## src/design/pmir_pkg.sv

```systemverilog
// Package: command codes, reset values and limits of the ident/telemetry bank
package pmir_pkg;
    // Command codes
    localparam logic [7:0] CMD_MEAS_FREQ = 8'h95;
    localparam logic [7:0] CMD_SPEC_VER = 8'h98;
    localparam logic [7:0] CMD_MAKER_STR = 8'h99;
    localparam logic [7:0] CMD_MODEL_STR = 8'h9a;
    localparam logic [7:0] CMD_VERSION_STR = 8'h9b;
    localparam logic [7:0] CMD_SITE_STR = 8'h9c;
    localparam logic [7:0] CMD_BUILD_DAY_STR = 8'h9d;
    localparam logic [7:0] CMD_UNIT_NUM_STR = 8'h9e;
    localparam logic [7:0] CMD_CHIP_IDENTITY = 8'had;
    localparam logic [7:0] CMD_CHIP_FW_VER = 8'hae;
    localparam logic [7:0] CMD_SCRATCH_STR = 8'hb0;
    localparam logic [7:0] CMD_RAMP_FLOOR = 8'hce;

    // Spec revision byte fields and value
    localparam int SPEC_PART1_MSB = 7;
    localparam int SPEC_PART1_LSB = 4;
    localparam int SPEC_PART2_MSB = 3;
    localparam int SPEC_PART2_LSB = 0;
    localparam logic [3:0] SPEC_REV_1_2 = 4'h2;
    localparam logic [7:0] SPEC_VER_VALUE = 8'h22;

    // Linear-11 layout
    localparam int LIN11_EXP_MSB = 15;
    localparam int LIN11_EXP_LSB = 11;
    localparam int LIN11_MANT_MSB = 10;
    localparam int LIN11_MANT_LSB = 0;

    // Reset values
    localparam logic [15:0] RAMP_FLOOR_RESET = 16'h0000;
    localparam logic [5:0] STR_LEN_RESET = 6'h00;
    localparam logic [7:0] BUDGET_RESET = 8'h00;

    // String store geometry and shared budget
    localparam int STR_COUNT = 7;
    localparam int STR_MAX_LEN = 32;
    localparam logic [5:0] STR_MAX_LEN_B = 6'h20;
    localparam logic [8:0] STR_BUDGET = 9'h080;
    localparam logic [7:0] STR_OVERHEAD = 8'h01;
    localparam logic [5:0] BLOCK4_LEN = 6'h04;
    localparam logic [5:0] WORD_LEN = 6'h02;
    localparam int PAGE_COUNT = 2;

    // Answer to a read past the data or of an unknown command
    localparam logic [7:0] RD_FILL = 8'hff;
endpackage : pmir_pkg

```

## src/design/pmir_string_store.sv

```systemverilog
// String store: seven user strings of up to 32 bytes with their lengths
`timescale 1ns/1ps
module pmir_string_store (
    // Clock and reset
    input wire logic clk,
    input wire logic rst,
    // Byte write port
    input wire logic wr_en,
    input wire logic [2:0] wr_sel,
    input wire logic [4:0] wr_idx,
    input wire logic [7:0] wr_data,
    // Length update
    input wire logic len_set,
    input wire logic [5:0] len_val,
    // Read port, combinational
    input wire logic [2:0] rd_sel,
    input wire logic [4:0] rd_idx,
    output logic [7:0] rd_data,
    output logic [pmir_pkg::STR_COUNT-1:0][5:0] lens
);
    typedef struct packed {
        logic [pmir_pkg::STR_COUNT*pmir_pkg::STR_MAX_LEN-1:0][7:0] mem;
        logic [pmir_pkg::STR_COUNT-1:0][5:0] len;
    } pmir_store_t;

    pmir_store_t st_reg;
    pmir_store_t st_next;

    // Byte and length updates; contents are not cleared, only lengths
    always_comb begin
        st_next = st_reg;
        if (wr_en && wr_sel < 3'(pmir_pkg::STR_COUNT)) begin
            st_next.mem[{wr_sel, wr_idx}] = wr_data;
        end
        if (len_set && wr_sel < 3'(pmir_pkg::STR_COUNT)) begin
            st_next.len[wr_sel] = len_val;
        end
    end

    // Strings start empty after reset
    always_ff @(posedge clk) begin
        if (rst) begin
            st_reg.len <= '0;
            st_reg.mem <= st_next.mem;
        end else begin
            st_reg <= st_next;
        end
    end

    assign rd_data = (rd_sel < 3'(pmir_pkg::STR_COUNT)) ? st_reg.mem[{rd_sel, rd_idx}]
                                                       : pmir_pkg::RD_FILL;
    assign lens = st_reg.len;
endmodule : pmir_string_store

```

## src/design/pmir_regs.sv

```systemverilog
// Ident and telemetry command bank of the management bus slave
//
// Behaviour
// 95h reads measured frequency word, enabled only
// Linear-11: exponent 15:11, mantissa 10:0
// 98h byte: part one high, two low
// Spec revision byte reads 22h
// Seven block strings, max 32 bytes, empty
// Strings plus one per command within 128
// Every write since store consumes budget
// Host reclaims budget via restore, write, store
// Write protect rejects string writes
// ADh four bytes: maker, id high/low, reserved
// AEh four bytes: fw major, minor, config
// CEh paged Linear-11 ramp floor, reset zero
`timescale 1ns/1ps
module pmir_regs #(
    // Identity values; arbitrary neutral values
    parameter logic [7:0] MAKER_CODE = 8'h5a,
    parameter logic [7:0] DEVICE_ID_HIGH = 8'h12,
    parameter logic [7:0] DEVICE_ID_LOW = 8'h34,
    parameter logic [7:0] FW_MAJOR = 8'h02,
    parameter logic [7:0] FW_MINOR = 8'h03,
    parameter logic [7:0] FACTORY_CFG = 8'h00
) (
    // Clock and reset
    input wire logic REF_CLK,
    input wire logic RST,
    // Command transaction from the bus engine
    input wire logic CMD_START,
    input wire logic [7:0] CMD_CODE,
    input wire logic CMD_STOP,
    input wire logic WR_BYTE_VALID,
    input wire logic [7:0] WR_BYTE,
    input wire logic RD_BYTE_REQ,
    input wire logic PAGE_SEL,
    // Read answer and status
    output logic [7:0] RD_BYTE,
    output logic RD_VALID,
    output logic CMD_REJECTED,
    output logic [7:0] BUDGET_USED,
    // Converter side
    input wire logic CONV_ENABLED,
    input wire logic [15:0] MEAS_FREQ_WORD,
    input wire logic WRITE_PROTECT,
    input wire logic STORE_REQ,
    input wire logic RESTORE_REQ,
    output logic [15:0] RAMP_FLOOR_P0,
    output logic [15:0] RAMP_FLOOR_P1
);
    // Transaction phase: bytes and stop only count inside a transaction
    typedef enum logic {
        ph_idle,
        ph_busy
    } pmir_phase_t;

    typedef struct packed {
        pmir_phase_t phase;
        logic [7:0] cmd;
        logic page;
        logic [5:0] idx;
        logic [5:0] wr_len;
        logic accepted;
        logic [7:0] floor_lo;
        logic [pmir_pkg::PAGE_COUNT-1:0][15:0] floor;
        logic [7:0] used;
        logic [7:0] rd_byte;
        logic rd_valid;
        logic rejected;
    } pmir_state_t;

    pmir_state_t s_reg;
    pmir_state_t s_next;

    // Decoded command and byte position
    logic [2:0] str_sel;
    logic is_str;
    logic is_word;
    logic [4:0] str_wr_idx;
    logic [5:0] rd_data_idx;
    logic [5:0] idx_step;

    // String store hookup
    logic [7:0] str_rd_data;
    logic [pmir_pkg::STR_COUNT-1:0][5:0] str_lens;
    logic str_wr_en;
    logic str_len_set;
    logic [5:0] str_len_val;

    // Budget bookkeeping
    logic [pmir_pkg::STR_COUNT-1:0][7:0] slot_cost;
    logic [7:0] budget_sum;
    logic [8:0] budget_need;
    logic count_refused;

    // Read answers
    logic [7:0] rd_value;
    logic [15:0] freq_word;
    logic [15:0] word_value;
    logic [3:0][7:0] ident_bytes;
    logic [3:0][7:0] fwrev_bytes;

    // String command to slot number; slot 7 means not a string
    always_comb begin
        unique case (s_reg.cmd)
            pmir_pkg::CMD_MAKER_STR: str_sel = 3'h0;
            pmir_pkg::CMD_MODEL_STR: str_sel = 3'h1;
            pmir_pkg::CMD_VERSION_STR: str_sel = 3'h2;
            pmir_pkg::CMD_SITE_STR: str_sel = 3'h3;
            pmir_pkg::CMD_BUILD_DAY_STR: str_sel = 3'h4;
            pmir_pkg::CMD_UNIT_NUM_STR: str_sel = 3'h5;
            pmir_pkg::CMD_SCRATCH_STR: str_sel = 3'h6;
            default: str_sel = 3'h7;
        endcase
    end

    // Strings are the only block writes this bank takes
    assign is_str = (str_sel != 3'h7);

    // Byte position inside data, past the leading count byte
    assign rd_data_idx = s_reg.idx - 6'h01;
    assign str_wr_idx = rd_data_idx[4:0];
    // Index stops at its top so a runaway host cannot wrap it to zero
    assign idx_step = (s_reg.idx == 6'h3f) ? s_reg.idx : s_reg.idx + 6'h01;

    // Frequency only meaningful while switching; reads zero otherwise
    assign freq_word = CONV_ENABLED ? MEAS_FREQ_WORD : 16'h0000;

    // Identity block by byte position; byte 0 is reserved and reads zero
    assign ident_bytes[3] = MAKER_CODE;
    assign ident_bytes[2] = DEVICE_ID_HIGH;
    assign ident_bytes[1] = DEVICE_ID_LOW;
    assign ident_bytes[0] = 8'h00;
    // Firmware block by byte position; byte 0 is reserved as well
    assign fwrev_bytes[3] = FW_MAJOR;
    assign fwrev_bytes[2] = FW_MINOR;
    assign fwrev_bytes[1] = FACTORY_CFG;
    assign fwrev_bytes[0] = 8'h00;

    // Two-byte answers share one path; both go out low byte first
    always_comb begin
        word_value = 16'h0000;
        is_word = 1'b0;
        unique case (s_reg.cmd)
            pmir_pkg::CMD_MEAS_FREQ: begin
                word_value = freq_word;
                is_word = 1'b1;
            end
            pmir_pkg::CMD_RAMP_FLOOR: begin
                word_value = s_reg.floor[s_reg.page];
                is_word = 1'b1;
            end
            default: begin
                word_value = 16'h0000;
                is_word = 1'b0;
            end
        endcase
    end

    // Cost of each held string: its length plus one byte of overhead
    always_comb begin
        slot_cost = '0;
        for (int i = 0; i < pmir_pkg::STR_COUNT; i++) begin
            if (str_lens[i] != 6'h00) begin
                slot_cost[i] = 8'(str_lens[i]) + pmir_pkg::STR_OVERHEAD;
            end else begin
                slot_cost[i] = 8'h00;
            end
        end
    end

    // Occupancy of what is held now; empty strings cost nothing
    always_comb begin
        budget_sum = 8'h00;
        for (int i = 0; i < pmir_pkg::STR_COUNT; i++) begin
            budget_sum = budget_sum + slot_cost[i];
        end
    end

    // Budget after charging a requested block write length
    assign budget_need = 9'(s_reg.used) + 9'(WR_BYTE) + 9'(pmir_pkg::STR_OVERHEAD);

    // Verdict on a string count byte; nothing is charged when refused
    always_comb begin
        count_refused = 1'b0;
        if (WRITE_PROTECT) begin
            count_refused = 1'b1;
        end else if (WR_BYTE > 8'(pmir_pkg::STR_MAX_LEN_B)) begin
            count_refused = 1'b1;
        end else if (budget_need > pmir_pkg::STR_BUDGET) begin
            count_refused = 1'b1;
        end
    end

    // Read byte selection: words low byte first, blocks lead with a count
    always_comb begin
        rd_value = pmir_pkg::RD_FILL;
        if (is_str) begin
            if (s_reg.idx == 6'h00) begin
                rd_value = 8'(str_lens[str_sel]);
            end else if (rd_data_idx < str_lens[str_sel]) begin
                rd_value = str_rd_data;
            end
        end else if (is_word) begin
            if (s_reg.idx == 6'h00) begin
                rd_value = word_value[7:0];
            end else if (s_reg.idx == 6'h01) begin
                rd_value = word_value[15:8];
            end
        end else begin
            unique case (s_reg.cmd)
                pmir_pkg::CMD_SPEC_VER: begin
                    if (s_reg.idx == 6'h00) begin
                        rd_value = pmir_pkg::SPEC_VER_VALUE;
                    end
                end
                pmir_pkg::CMD_CHIP_IDENTITY: begin
                    unique case (s_reg.idx)
                        6'h00: rd_value = 8'(pmir_pkg::BLOCK4_LEN);
                        6'h01: rd_value = ident_bytes[0];
                        6'h02: rd_value = ident_bytes[1];
                        6'h03: rd_value = ident_bytes[2];
                        6'h04: rd_value = ident_bytes[3];
                        default: rd_value = pmir_pkg::RD_FILL;
                    endcase
                end
                pmir_pkg::CMD_CHIP_FW_VER: begin
                    unique case (s_reg.idx)
                        6'h00: rd_value = 8'(pmir_pkg::BLOCK4_LEN);
                        6'h01: rd_value = fwrev_bytes[0];
                        6'h02: rd_value = fwrev_bytes[1];
                        6'h03: rd_value = fwrev_bytes[2];
                        6'h04: rd_value = fwrev_bytes[3];
                        default: rd_value = pmir_pkg::RD_FILL;
                    endcase
                end
                default: rd_value = pmir_pkg::RD_FILL;
            endcase
        end
    end

    // Transaction sequencing, budget, page floor and read answers
    always_comb begin
        s_next = s_reg;
        s_next.rd_valid = 1'b0;
        s_next.rejected = 1'b0;
        str_wr_en = 1'b0;
        str_len_set = 1'b0;
        str_len_val = pmir_pkg::STR_LEN_RESET;

        // Store or restore ends the accumulation; held strings still count
        if (STORE_REQ || RESTORE_REQ) begin
            s_next.used = budget_sum;
        end

        if (CMD_START) begin
            s_next.phase = ph_busy;
            s_next.cmd = CMD_CODE;
            s_next.page = PAGE_SEL;
            s_next.idx = 6'h00;
            s_next.accepted = 1'b0;
            s_next.wr_len = 6'h00;
        end else if (s_reg.phase == ph_busy && WR_BYTE_VALID) begin
            s_next.idx = idx_step;
            if (is_str) begin
                if (s_reg.idx == 6'h00) begin
                    // Count byte decides acceptance before any data lands
                    if (count_refused) begin
                        s_next.rejected = 1'b1;
                    end else begin
                        s_next.accepted = 1'b1;
                        s_next.wr_len = WR_BYTE[5:0];
                        // Charge adds on top of any store this cycle
                        s_next.used = s_next.used + WR_BYTE + pmir_pkg::STR_OVERHEAD;
                    end
                end else if (s_reg.accepted && rd_data_idx < s_reg.wr_len) begin
                    str_wr_en = 1'b1;
                end
            end else if (s_reg.cmd == pmir_pkg::CMD_RAMP_FLOOR) begin
                if (s_reg.idx == 6'h00) begin
                    s_next.floor_lo = WR_BYTE;
                end else if (s_reg.idx == 6'h01) begin
                    if (WRITE_PROTECT) begin
                        s_next.rejected = 1'b1;
                    end else begin
                        s_next.floor[s_reg.page] = {WR_BYTE, s_reg.floor_lo};
                    end
                end
            end else if (s_reg.idx == 6'h00) begin
                // Read-only or unknown command: writes have no effect
                s_next.rejected = 1'b1;
            end
        end else if (s_reg.phase == ph_busy && RD_BYTE_REQ) begin
            s_next.rd_byte = rd_value;
            s_next.rd_valid = 1'b1;
            s_next.idx = idx_step;
        end else if (s_reg.phase == ph_busy && CMD_STOP) begin
            s_next.phase = ph_idle;
            // Short block: length is what actually arrived
            if (is_str && s_reg.accepted) begin
                str_len_set = 1'b1;
                str_len_val = (rd_data_idx < s_reg.wr_len) ? rd_data_idx : s_reg.wr_len;
                if (s_reg.idx == 6'h00) begin
                    str_len_val = 6'h00;
                end
            end
        end
    end

    // One register stage for all control state
    always_ff @(posedge REF_CLK) begin
        if (RST) begin
            s_reg <= '0;
            s_reg.floor <= {pmir_pkg::RAMP_FLOOR_RESET, pmir_pkg::RAMP_FLOOR_RESET};
            s_reg.used <= pmir_pkg::BUDGET_RESET;
            s_reg.rd_byte <= pmir_pkg::RD_FILL;
        end else begin
            s_reg <= s_next;
        end
    end

    // String bytes live in their own array module
    pmir_string_store u_store (
        .clk(REF_CLK),
        .rst(RST),
        .wr_en(str_wr_en),
        .wr_sel(str_sel),
        .wr_idx(str_wr_idx),
        .wr_data(WR_BYTE),
        .len_set(str_len_set),
        .len_val(str_len_val),
        .rd_sel(str_sel),
        .rd_idx(str_wr_idx),
        .rd_data(str_rd_data),
        .lens(str_lens)
    );

    // Outputs straight from the state register
    assign RD_BYTE = s_reg.rd_byte;
    assign RD_VALID = s_reg.rd_valid;
    assign CMD_REJECTED = s_reg.rejected;
    assign BUDGET_USED = s_reg.used;

    // One floor per page, each held until its own page is written
    assign RAMP_FLOOR_P0 = s_reg.floor[0];
    assign RAMP_FLOOR_P1 = s_reg.floor[1];
endmodule : pmir_regs

```

## config.mk

```make
export PLATFORM = sky130hd
export DESIGN_NAME = pmir_regs
export DESIGN_NICKNAME = d
export VERILOG_FILES = /design/src/design/pmir_pkg.sv /design/src/design/pmir_string_store.sv /design/src/design/pmir_regs.sv
export SDC_FILE = /design/constraint.sdc
export NUM_CORES = 2
export LEC_CHECK = 0
export ABC_AREA = 1
export BUFFER_PORTS_ARGS = -buffer_cell sky130_fd_sc_hd__buf_2
export CAP_MARGIN = 20
export CORE_ASPECT_RATIO = 0.9
export CORE_MARGIN = 2
export CORE_UTILIZATION = 60
export DETAILED_ROUTE_END_ITERATION = 7
export GPL_TIMING_DRIVEN = 1
export PLACE_DENSITY = 0.76
export SLEW_MARGIN = 20
export SYNTH_ARGS = -nofsm -noshare
export SYNTH_HDL_FRONTEND = slang
export SYNTH_SLANG_ARGS = --single-unit
```

## constraint.sdc

```tcl
create_clock -name REF_CLK -period 6.7 [get_ports REF_CLK]
set_input_delay 0.335 -clock REF_CLK [delete_from_list [all_inputs] [get_ports REF_CLK]]
set_output_delay 0.335 -clock REF_CLK [all_outputs]
set_load 0.05 [all_outputs]
```

==> flow_summary_export.csv <==
group,metric,value,unit
status,status,"finished, final reports clean",
synthesis,synth_edf_count,1792,
clock_tree,path_clk_slew,0.06,ns
die,die_area,139200,um^2
critical_path,crit_fanout,104,
die,num_io_pins,93,
synthesis,syn-num-nets,7624,
cells_and_area,seqCellArea,56280,um^2
routing,drtIter0Drc,9376,
synthesis,synth_top_cell_area_share,65.82,%
clock_tree,cts_htree_levels,4,
clock_tree,root_buffer,"clkbuf_16",
grt,grt-ovfl-total,0,
critical_path,worstPathArrival,6.61,ns
grt,antenna_found_initial,8,
grt,grt_usage,32.55,%
cells_and_area,drive_above_1_share,6.886,%
power,vdd_drop_max,0.3031,mV
routing,drc,0,
timing,tightestPinTransition,1.202,ns
timing,timing.fmax,0.1620,GHz
synthesis,syn_avg_cell_area,10.91,um^2
routing,wirelength,229100,um
synthesis,async_reset_ff_share,0,%
clock_tree,cts_made_buffers,183,
critical_path,reg2regPathDepth,10,
critical_path,cp.required,7.14,ns
timing,finalClockSkew,0.02352,ns
synthesis,yosysUniqueCellTypes,52,
place,dp.final_hpwl,133700,um
critical_path,crit_type,"register to register",
grt,grt_pass1_vias,53632,
grt,grt_max_degree,200,
place,io_buffers,92,
cells_and_area,nFillCells,9771,
cells_and_area,final_core_util,66.11,%
die,coreArea,135300,um^2
timing,min_period,6.174,ns
timing,rsz0062_at_grt,"false",
synthesis,seq_area_frac_synth,68.83,%
timing,finalCritPeriodShare,92.15,%
timing,drv_slew,0,
routing,drtPass1Iterations,6,
timing,fin_tns_setup,0,ns
cells_and_area,final_common_cell,"edfxtp_1",
hold_path,holdPathStages,7,
routing,vias,57737,
timing,slew_headroom,19.35,%
place,routabilityCongestion,0.9406,
routing,post_drt_wl_per_cell,24.40,um
synthesis,netlist_instances,7492,
timing,setup_viol,0,
die,die_x,393.1,um
clock_tree,cts_sinks,1915,
hold_path,hold_path.class,"primary input to register",
routing,final_antenna_net_count,0,
die,die_h,354.2,um
grt,grt_pass1_wl,337200,um
clock_tree,tritoncts,"done",
clock_tree,postCtsSetupRepairBufs,0,
synthesis,yosys.area.top_type,"edfxtp_1",
synthesis,synthFlopType,"edfxtp_1",
cells_and_area,fin_nets,7544,
cells_and_area,final_cell_mix,"edfxtp_1, nand2_1, nor2_1",
die,start_util,60.41,%
critical_path,critPathCaptureType,"register",
cells_and_area,largest_reg_flops,1792,
synthesis,ys_ff_latch,1915,
clock_tree,insertion_delay,0.84,ns
synthesis,yosysWarnings,0,
routing,vias_per_cell,6.150,
power,pwr_density_cell,282.2,nW/um^2
cells_and_area,multi_input_area,22160,um^2
flow_run,max_cap_violations,0,
power,leakage,31.98,nW
synthesis,netlist_area,81750,um^2
timing,hold_viol,0,
critical_path,critical_path.startpoint_type,"register",
clock_tree,cts_buffer_depth,3,
cells_and_area,syn2layout_area_growth,9.437,%
die,row_count,128,
synthesis,ys_top_cells_by_area,"edfxtp_1, nand2_1, nor2_1, o21ai_0, dfxtp_1",
area by class of cell:
cell class                      instances  share of cell area (%)
Clock inverter                        123                   1.550
Clock buffer                          216                   5.292
Multi-Input combinational cell       4826                   24.77
Timing Repair Buffer                  205                   1.743
Antenna cell                            2                0.005594
Tap cell                             1820                   2.545
Inverter                              281                   1.196
Sequential cell                      1915                   62.90
cell families after synthesis:
| kind of cell | Yosys count | synth area share [%] |
|---|---|---|
| buffers and inverters | 751 | 4.100 |
| adders and majority gates | 89 | 1.674 |
| DFF | 1915 | 68.83 |
| AOI/OAI and AO/OA | 1364 | 8.883 |
| and+or+nand+nor | 3340 | 16.14 |
| muxes | 1 | 0.01224 |
| xor gates and xnor gates | 32 | 0.3520 |
through the flow:
step	hold WS [ns]	setup slack [ns]	instance area, um^2	total power, W	cells
3_3_place_gp	0.4538	0.7828	83110	0.01481	9024
5_1_grt	0.05194	0.3518	89460	0.02581	9386
4_1_cts	0.01572	0.7384	89450	0.02522	9385
2_1_floorplan	0.4135	1.401	81750	0.01416	7492
3_5_place_dp	0.4536	0.7537	83110	0.01484	9024
6_report	0.06110	0.5260	89470	0.02525	9388
worst max-delay path, cell delays in order (launching register included):
cell and delay [ns]:
dfxtp_4 0.66, inv_8 0.34, ha_4 0.65, inv_8 0.22, ha_1 0.35, a21oi_1 0.15
o31ai_1 0.10, buf_4 0.19, nor4_4 0.91, nand3_2 1.02, nor3_1 1.12
worst paths after layout:
| kind | startpoint | end | slack (ns) |
|---|---|---|---|
| max | s_reg[65] | u_store.st_reg[1062] | 0.53 |
| min | MEAS_FREQ_WORD[4] | RD_BYTE[4] | 0.06 |
| min reg2reg | RD_BYTE[1] | RD_BYTE[1] | 0.47 |
| max reg2reg | s_reg[65] | u_store.st_reg[1062] | 0.53 |
metal layers:
metal | share of wire [%] | GRT usage (%)
met5 | 0.040 | 0
met4 | 4.4 | 13.63
met3 | 14 | 8.349
met2 | 44 | 46.97
met1 | 38 | 47.39
report_power, final:
group / switching, W / total (W) / internal (W)
combinational: 0.00123 / 0.00159 / 0.000356
clock: 0.00454 / 0.0106 / 0.00605
sequential: 0.0000136 / 0.0131 / 0.0131
total: 0.00578 / 0.0253 / 0.0195
repair_timing:
action | CTS | global route
hold buffers | 22 | 0
gates resized for setup | 0 | 0
hold endpoints to repair | 66 | 0
cells in the mapped netlist (all sizes together), types with 6 or more instances:
master,n
nand4,62
nand3,195
o21ai,942
nor2,1473
or2,8
nor3,37
edfxtp,1792
o22ai,171
a32o,6
dfxtp,123
ha,55
xor2,24
fa,34
o211ai,20
buf,297
a22oi,9
xnor2,8
a21oi,178
inv,276
a211oi,17
clkbuf,173
nand2,1557
a22o,6
Power figures use the tool's default switching activity.
